## src/common/csl_pkg.sv

```systemverilog
// Package with register map, field layouts and LED encodings for the camera status LED encoder
package csl_pkg;
	localparam int ADDR_W = 12;
	localparam logic [11:0] OFF_STATUS = 12'h000;
	localparam logic [11:0] OFF_IRQ_STAT = 12'h004;
	localparam logic [11:0] OFF_IRQ_MASK = 12'h008;
	localparam logic [11:0] OFF_SLOW_DIV = 12'h00C;
	localparam logic [11:0] OFF_FAST_DIV = 12'h010;
	localparam logic [11:0] OFF_LED = 12'h014;
	localparam logic [11:0] OFF_ID = 12'h018;
	// Arbitrary neutral identification value
	localparam logic [31:0] ID_VALUE = 32'h0000_0A5C;
	// Half-period counts for the slow, fast and activity flash rates
	localparam int SLOW_HALF_MS = 500;
	localparam int FAST_HALF_MS = 125;
	localparam int CLK_KHZ = 125000;
	localparam logic [31:0] SLOW_DIV_RST = 32'(SLOW_HALF_MS * CLK_KHZ);
	localparam logic [31:0] FAST_DIV_RST = 32'(FAST_HALF_MS * CLK_KHZ);
	localparam int ACT_HALF_MS = 50;
	localparam logic [31:0] ACT_DIV = 32'(ACT_HALF_MS * CLK_KHZ);
	// Status input bit positions
	localparam int B_NOT_INIT = 0;
	localparam int B_INIT_FAIL = 1;
	localparam int B_HOT = 2;
	localparam int B_IP_WAIT = 3;
	localparam int B_LINK_DOWN = 4;
	localparam int B_IP_OK = 5;
	localparam int B_APP = 6;
	localparam int B_TRIG_ACQ = 7;
	localparam int B_FREE_ACQ = 8;
	localparam int N_STAT = 9;
	typedef enum logic [1:0] {PAT_STEADY, PAT_SLOW, PAT_FAST, PAT_OFF} csl_pat_t;
	typedef enum logic [1:0] {COL_NONE, COL_RED, COL_BLUE, COL_GREEN} csl_col_t;
	typedef struct packed {
		logic red;
		logic green;
		logic blue;
	} csl_rgb_t;
	typedef struct packed {
		logic speed_1000;
		logic speed_100;
		logic activity;
	} csl_net_t;
	typedef struct packed {
		logic [ADDR_W-1:0] paddr;
		logic psel;
		logic penable;
		logic pwrite;
		logic [31:0] pwdata;
	} csl_apb_req_t;
endpackage

```

## src/rtl/csl_top.sv

```systemverilog
// Camera status and network LED encoder with APB register access
// Contract
// - Status LED shows the highest-priority active condition only.
// - Red steady uninitialized, slow on init failure, fast when too hot.
// - Slow blue while waiting for an IP address.
// - Fast blue while Ethernet link is down.
// - Steady blue with IP and no application; steady green when connected.
// - Slow green triggered acquisition; fast green free-running acquisition.
// - Connection LED green at 100 Mbit/s, orange at 1000 Mbit/s.
// - Activity LED dark without traffic, blinking yellow with traffic.
//
// Our own choices: the APB interface to the registers and the register offsets.
`timescale 1ns/10ps
module csl_top (
	input wire logic CLOCK_IN,
	input wire logic RSTN_IN,
	input wire logic [csl_pkg::N_STAT-1:0] STATUS_IN,
	input wire logic LINK_100_IN,
	input wire logic LINK_1000_IN,
	input wire logic TRAFFIC_IN,
	input wire logic [csl_pkg::ADDR_W-1:0] PADDR_IN,
	input wire logic PSEL_IN,
	input wire logic PENABLE_IN,
	input wire logic PWRITE_IN,
	input wire logic [31:0] PWDATA_IN,
	output logic [31:0] PRDATA_OUT,
	output logic PREADY_OUT,
	output logic PSLVERR_OUT,
	output csl_pkg::csl_rgb_t STATUS_LED_OUT,
	output csl_pkg::csl_net_t NET_LED_OUT,
	output logic IRQ_OUT
);
	csl_pkg::csl_apb_req_t req;
	logic [31:0] slow_div;
	logic [31:0] fast_div;
	logic [csl_pkg::N_STAT-1:0] irq_stat;
	logic [csl_pkg::N_STAT-1:0] irq_mask;
	logic [csl_pkg::N_STAT-1:0] stat_prev;
	logic [csl_pkg::N_STAT-1:0] stat_rise;
	logic slow_wave;
	logic fast_wave;
	logic act_wave;
	logic led_force;
	logic wr_stb;
	logic rd_stb;
	logic addr_ok;
	csl_pkg::csl_col_t next_col;
	csl_pkg::csl_pat_t next_pat;
	logic lit;

	assign req = '{paddr: PADDR_IN, psel: PSEL_IN, penable: PENABLE_IN,
		pwrite: PWRITE_IN, pwdata: PWDATA_IN};
	assign wr_stb = req.psel && req.penable && req.pwrite;
	assign rd_stb = req.psel && req.penable && !req.pwrite;
	assign stat_rise = STATUS_IN & ~stat_prev;

	always_comb begin
		case (req.paddr)
			csl_pkg::OFF_STATUS,
			csl_pkg::OFF_IRQ_STAT,
			csl_pkg::OFF_IRQ_MASK,
			csl_pkg::OFF_SLOW_DIV,
			csl_pkg::OFF_FAST_DIV,
			csl_pkg::OFF_LED,
			csl_pkg::OFF_ID: addr_ok = 1'b1;
			default: addr_ok = 1'b0;
		endcase
	end

	csl_flash_div u_slow (
		.clk_in(CLOCK_IN),
		.rstn_in(RSTN_IN),
		.half_in(slow_div),
		.wave_out(slow_wave)
	);

	csl_flash_div u_fast (
		.clk_in(CLOCK_IN),
		.rstn_in(RSTN_IN),
		.half_in(fast_div),
		.wave_out(fast_wave)
	);

	csl_flash_div u_act (
		.clk_in(CLOCK_IN),
		.rstn_in(RSTN_IN),
		.half_in(csl_pkg::ACT_DIV),
		.wave_out(act_wave)
	);

	// Priority order: first active condition in this chain wins
	always_comb begin
		next_col = csl_pkg::COL_NONE;
		next_pat = csl_pkg::PAT_OFF;
		if (STATUS_IN[csl_pkg::B_HOT]) begin
			next_col = csl_pkg::COL_RED;
			next_pat = csl_pkg::PAT_FAST;
		end else if (STATUS_IN[csl_pkg::B_INIT_FAIL]) begin
			next_col = csl_pkg::COL_RED;
			next_pat = csl_pkg::PAT_SLOW;
		end else if (STATUS_IN[csl_pkg::B_NOT_INIT]) begin
			next_col = csl_pkg::COL_RED;
			next_pat = csl_pkg::PAT_STEADY;
		end else if (STATUS_IN[csl_pkg::B_LINK_DOWN]) begin
			next_col = csl_pkg::COL_BLUE;
			next_pat = csl_pkg::PAT_FAST;
		end else if (STATUS_IN[csl_pkg::B_IP_WAIT]) begin
			next_col = csl_pkg::COL_BLUE;
			next_pat = csl_pkg::PAT_SLOW;
		end else if (STATUS_IN[csl_pkg::B_FREE_ACQ]) begin
			next_col = csl_pkg::COL_GREEN;
			next_pat = csl_pkg::PAT_FAST;
		end else if (STATUS_IN[csl_pkg::B_TRIG_ACQ]) begin
			next_col = csl_pkg::COL_GREEN;
			next_pat = csl_pkg::PAT_SLOW;
		end else if (STATUS_IN[csl_pkg::B_APP]) begin
			next_col = csl_pkg::COL_GREEN;
			next_pat = csl_pkg::PAT_STEADY;
		end else if (STATUS_IN[csl_pkg::B_IP_OK]) begin
			next_col = csl_pkg::COL_BLUE;
			next_pat = csl_pkg::PAT_STEADY;
		end
	end

	always_comb begin
		case (next_pat)
			csl_pkg::PAT_STEADY: lit = 1'b1;
			csl_pkg::PAT_SLOW: lit = slow_wave;
			csl_pkg::PAT_FAST: lit = fast_wave;
			default: lit = 1'b0;
		endcase
	end

	// Status LED drive, with a software lamp test that lights all colours
	always_ff @(posedge CLOCK_IN or negedge RSTN_IN) begin
		if (!RSTN_IN) begin
			STATUS_LED_OUT <= '0;
		end else if (led_force) begin
			STATUS_LED_OUT <= '{red: 1'b1, green: 1'b1, blue: 1'b1};
		end else begin
			STATUS_LED_OUT.red <= lit && (next_col == csl_pkg::COL_RED);
			STATUS_LED_OUT.green <= lit && (next_col == csl_pkg::COL_GREEN);
			STATUS_LED_OUT.blue <= lit && (next_col == csl_pkg::COL_BLUE);
		end
	end

	// Network LEDs; 1000 Mbit/s takes precedence if both speeds are flagged
	always_ff @(posedge CLOCK_IN or negedge RSTN_IN) begin
		if (!RSTN_IN) begin
			NET_LED_OUT <= '0;
		end else begin
			NET_LED_OUT.speed_1000 <= LINK_1000_IN;
			NET_LED_OUT.speed_100 <= LINK_100_IN && !LINK_1000_IN;
			NET_LED_OUT.activity <= TRAFFIC_IN && act_wave;
		end
	end

	always_ff @(posedge CLOCK_IN or negedge RSTN_IN) begin
		if (!RSTN_IN) begin
			stat_prev <= '0;
		end else begin
			stat_prev <= STATUS_IN;
		end
	end

	// Sticky events; a new rising edge wins over a write-one clear
	always_ff @(posedge CLOCK_IN or negedge RSTN_IN) begin
		if (!RSTN_IN) begin
			irq_stat <= '0;
		end else if (wr_stb && req.paddr == csl_pkg::OFF_IRQ_STAT) begin
			irq_stat <= (irq_stat & ~req.pwdata[csl_pkg::N_STAT-1:0]) | stat_rise;
		end else begin
			irq_stat <= irq_stat | stat_rise;
		end
	end

	always_ff @(posedge CLOCK_IN or negedge RSTN_IN) begin
		if (!RSTN_IN) begin
			IRQ_OUT <= 1'b0;
		end else begin
			IRQ_OUT <= |(irq_stat & irq_mask);
		end
	end

	// Configuration registers
	always_ff @(posedge CLOCK_IN or negedge RSTN_IN) begin
		if (!RSTN_IN) begin
			irq_mask <= '0;
			slow_div <= csl_pkg::SLOW_DIV_RST;
			fast_div <= csl_pkg::FAST_DIV_RST;
			led_force <= 1'b0;
		end else if (wr_stb) begin
			case (req.paddr)
				csl_pkg::OFF_IRQ_MASK: irq_mask <= req.pwdata[csl_pkg::N_STAT-1:0];
				csl_pkg::OFF_SLOW_DIV: slow_div <= req.pwdata;
				csl_pkg::OFF_FAST_DIV: fast_div <= req.pwdata;
				csl_pkg::OFF_LED: led_force <= req.pwdata[0];
				default: led_force <= led_force;
			endcase
		end
	end

	// APB answer: pready comes one cycle after the access phase begins
	always_ff @(posedge CLOCK_IN or negedge RSTN_IN) begin
		if (!RSTN_IN) begin
			PREADY_OUT <= 1'b0;
			PSLVERR_OUT <= 1'b0;
		end else begin
			PREADY_OUT <= req.psel && req.penable && !PREADY_OUT;
			PSLVERR_OUT <= req.psel && req.penable && !PREADY_OUT && !addr_ok;
		end
	end

	always_ff @(posedge CLOCK_IN or negedge RSTN_IN) begin
		if (!RSTN_IN) begin
			PRDATA_OUT <= 32'h0000_0000;
		end else if (rd_stb && !PREADY_OUT) begin
			case (req.paddr)
				csl_pkg::OFF_STATUS: PRDATA_OUT <= 32'(STATUS_IN);
				csl_pkg::OFF_IRQ_STAT: PRDATA_OUT <= 32'(irq_stat);
				csl_pkg::OFF_IRQ_MASK: PRDATA_OUT <= 32'(irq_mask);
				csl_pkg::OFF_SLOW_DIV: PRDATA_OUT <= slow_div;
				csl_pkg::OFF_FAST_DIV: PRDATA_OUT <= fast_div;
				csl_pkg::OFF_LED: PRDATA_OUT <= {26'h000_0000, STATUS_LED_OUT,
					NET_LED_OUT};
				csl_pkg::OFF_ID: PRDATA_OUT <= csl_pkg::ID_VALUE;
				default: PRDATA_OUT <= 32'h0000_0000;
			endcase
		end
	end
endmodule

```

## src/rtl/csl_flash_div.sv

```systemverilog
// Free-running divider producing a square wave with a programmable half period
`timescale 1ns/10ps
module csl_flash_div (
	input wire logic clk_in,
	input wire logic rstn_in,
	input wire logic [31:0] half_in,
	output logic wave_out
);
	logic [31:0] count;

	always_ff @(posedge clk_in or negedge rstn_in) begin
		if (!rstn_in) begin
			count <= 32'h0000_0000;
			wave_out <= 1'b0;
		end else if (count + 32'h0000_0001 >= half_in) begin
			count <= 32'h0000_0000;
			wave_out <= ~wave_out;
		end else begin
			count <= count + 32'h0000_0001;
		end
	end
endmodule

```

## config.mk

```make
export PLATFORM = sky130hd
export DESIGN_NAME = csl_top
export DESIGN_NICKNAME = d
export VERILOG_FILES = /design/src/common/csl_pkg.sv /design/src/rtl/csl_top.sv /design/src/rtl/csl_flash_div.sv
export SDC_FILE = /design/constraint.sdc
export NUM_CORES = 1
export LEC_CHECK = 0
export BUFFER_PORTS_ARGS = -buffer_cell sky130_fd_sc_hd__buf_2
export CORE_ASPECT_RATIO = 0.75
export CORE_MARGIN = 2
export CORE_UTILIZATION = 25
export CTS_BUF_LIST = sky130_fd_sc_hd__clkbuf_4
export CTS_CLUSTER_DIAMETER = 100
export DETAILED_ROUTE_END_ITERATION = 12
export PLACE_DENSITY_LB_ADDON = 0.2
export SLEW_MARGIN = 20
export SYNTH_ARGS = -nofsm -noshare
export SYNTH_HDL_FRONTEND = slang
export SYNTH_SLANG_ARGS = --single-unit
export TNS_END_PERCENT = 50
```

## constraint.sdc

```tcl
create_clock -name CLOCK_IN -period 10.02 [get_ports CLOCK_IN]
set_clock_uncertainty 0.2 [all_clocks]
set_input_delay 1.002 -clock CLOCK_IN [delete_from_list [all_inputs] [get_ports CLOCK_IN]]
set_output_delay 1.002 -clock CLOCK_IN [all_outputs]
set_load 0.05 [all_outputs]
```

==> out/metrics.yaml <==
run_status: "finished, final reports clean"
dieArea_mm2: 0.05038
wl_per_cell_um: 15.94
syn_avg_cell_area_um2: 9.891
tns_ps: 0
vias: 9500
critPathTopFamily: "simple AND/OR/NAND/NOR gates"
dpl.hpwl_um: 23920
netlist.area_leader.share_pct: 42.44
root_buffer: "clkbuf_4"
postSynth.asyncResetShare_pct: 100.0
final_cells: 2068
path_common_cell: "xor2_1"
layout.nets: 1504
multiInputGateArea_mm2: 0.005864
worstReg2RegStart: "u_fast.count[2]"
tightest_slew_ps: 1062
core_mm2: 0.04766
r2r-end: "u_fast.wave_out"
grt_overflow: 0
cp_num_cells: 13
yosys-top-cells-area: "dfrtp_1 42%, ha_1 6.9%, dfstp_2 5.6%"
clkSinkCount: 232
syn_area_mm2: 0.01215
cp-end-kind: "register"
p_per_area_mw_per_mm2: 136.2
grt_start_max_net_pins: 92
die_w_um: 258.5
cp_cell_sequence: "nand3_1, nor4_4, nand2_1, nor3_1, and3_1, xor2_1, ha_1, nand4_1, or4_1, a311o_1, o311ai_4, buf_4, xor2_1"
htreeDepth: 3
cp-start-kind: "register"
final_util_pct: 30.05
r2r_slack_ps: 5670
syn_inst: 1228
p_leak_nw: 7.070
antenna_found_initial: 1
cp.required_ps: 10480
yosys_warnings: 0
gp_congestion: 0.8147
path_max_fanout: 17
cp_slowest_cell: "or4_1"
start_util_pct: 25.49
hold_class: "reg -> reg"
synth_edf_count: 0
firstDrtPassIters: 5
ys.flop_type: "dfrtp_1"
path_buf_inv: 1
grt_setup_unrepaired: "false"
period_minus_slack_ps: 4352
die_h_um: 194.9
max_cap_violations: 0
drc: 0
criticalPathCategory: "reg -> reg"
cts_tree: "built"
portBuffers: 101
ys_seq_elements: 232
final_layout_size_suffix_gt1_share_pct: 20.10
io_pins: 102
fin_crit_sh_pct: 43.44
numCtsBuffers: 69
rows: 69
reg2reg_depth: 13
setup_viol: 0
max_freq_ghz: 0.2298
place_ws_ps: 5641
ff_latch_area_mm2: 0.005838
cts_buffer_depth: 3
area_growth_pct: 17.90
setup.worst_path.start: "u_fast.count[2]"
grt_pass1_wl_um: 53520
grt_pass1_vias: 9507
vdd_drop_max_mv: 0.05700
routed_via_density: 4.594
track_usage_pct: 13.54
post-cts-setup-buffer-count: 0
ys_seq_area_share_pct: 48.06
n_fill_cell: 5028
clock_latency_ps: 780
cp.arrival_ps: 4820
setup_ws_ps: 5668
slowest_delay_ps: 580
clk_pin_slew_worst_paths_ps: 60
endpoint: "u_fast.wave_out"
report.final.hold_viol_count: 0
relSlewSlack_pct: 28.63
synthTopCellsByCount: "206 x dfrtp_1, 144 x nand2_1, 94 x o21ai_0"
totalWireLength_um: 32970
slew_violations: 0
synth_cell_types: 72
place_inst: 1943
yosys.area.top_type: "dfrtp_1"
drt_iter0_drc: 638
ant_nets: 0
synth.most_common_cell: "dfrtp_1"
## sequential cells by signal, summed over array words and instances (netlist names), 3 cells and up
signal          count
slow_div           32
irq_mask            9
stat_prev           9
fast_div           32
u_slow.count       32
u_fast.count       32
NET_LED_OUT         3
PRDATA_OUT         32
u_act.count        32
irq_stat            9
STATUS_LED_OUT      3
## cells in the final DEF, fill, tap and decap left out, types with 5 or more instances in the layout
cell / n
a211oi_1: 5
a21o_1: 22
a21oi_1: 23
a221oi_1: 7
a222oi_1: 6
a22o_1: 8
a22oi_1: 34
a31oi_1: 9
and2_1: 5
and3_1: 11
and4_1: 8
buf_2: 100
buf_4: 10
clkbuf_4: 106
clkinv_1: 9
conb_1: 9
dfrtp_1: 206
dfstp_2: 26
ha_1: 67
inv_1: 82
mux2_2: 10
nand2_1: 144
nand3_1: 43
nand4_1: 30
nor2_1: 68
nor2b_1: 70
nor3_1: 17
nor4_1: 11
o21ai_0: 94
o21ai_1: 9
or3_1: 5
or4_1: 5
xnor2_1: 47
xor2_1: 38
## worst min-delay path by stage
| stage | start | end | slack, ps | depth (start not counted) |
|---|---|---|---|---|
| 2_1_floorplan | stat_prev[1] | irq_stat[1] | 190 | 1 |
| 3_3_place_gp | stat_prev[1] | irq_stat[1] | 200 | 1 |
| 3_5_place_dp | stat_prev[1] | irq_stat[1] | 200 | 1 |
| 4_1_cts | LINK_1000_IN | NET_LED_OUT[2] | 110 | 1 |
| 5_1_grt | LINK_1000_IN | NET_LED_OUT[2] | 110 | 1 |
| 6_report | stat_prev[1] | irq_stat[1] | 200 | 1 |
## layer usage
| metal | vias to the layer above | GRT usage (%) | routed length [um] |
|---|---|---|---|
| met4 | 0 | 5.031 | 694 |
| met1 | 4588 | 19.72 | 16820 |
| met2 | 183 | 19.21 | 14060 |
| met5 | - | 0 | 0 |
| li1 | 4669 | - | - |
| met3 | 60 | 3.247 | 1399 |
## layout make-up
class / count / area share (%)
multi-input combinational: 879 / 40.95
timing repair buffer: 112 / 4.194
clock buffer: 106 / 5.557
clock inverter: 17 / 0.7863
inverter: 82 / 2.149
sequential: 232 / 40.77
tap: 639 / 5.583
antenna: 1 / 0.01747
## metrics by stage
stage                     power [mW]  hold WS (ps)  area [um^2]
after global placement         1.031         197.3        13400
after detailed placement       1.031         203.7        13400
final                          1.951         204.9        14320
after global routing           2.060         106.5        14320
after CTS                      2.001         110.9        14320
after floorplan               0.9823         192.8        12180
## power by group
| part | leakage (nW) | switching [mW] | internal (mW) |
|---|---|---|---|
| Clock | 0.533 | 0.429 | 0.509 |
| Combinational | 3.70 | 0.0472 | 0.0165 |
| Sequential | 2.84 | 0.00483 | 0.944 |
| Total | 7.07 | 0.481 | 1.47 |
## what timing repair did
action                     in CTS  in global routing
setup endpoints to repair       0                  0
hold endpoints to repair        4                  0
hold buffers                    1                  0
resized for setup               0                  0
## cells by family (layout without fill, tap and decap cells)
group / Yosys count / after routing / share of synthesized area (%)
adders and majority gates: 67 / 67 / 6.901
muxes: 12 / 12 / 1.112
and+or+nand+nor: 449 / 449 / 19.52
AOI/OAI and AO/OA: 257 / 257 / 14.00
xor gates and xnor gates: 85 / 85 / 6.129
buffers and inverters: 125 / 317 / 4.244
DFF: 232 / 232 / 48.06
other: 1 / 10 / 0.03087
No activity file was read; power rests on OpenSTA's default activity.
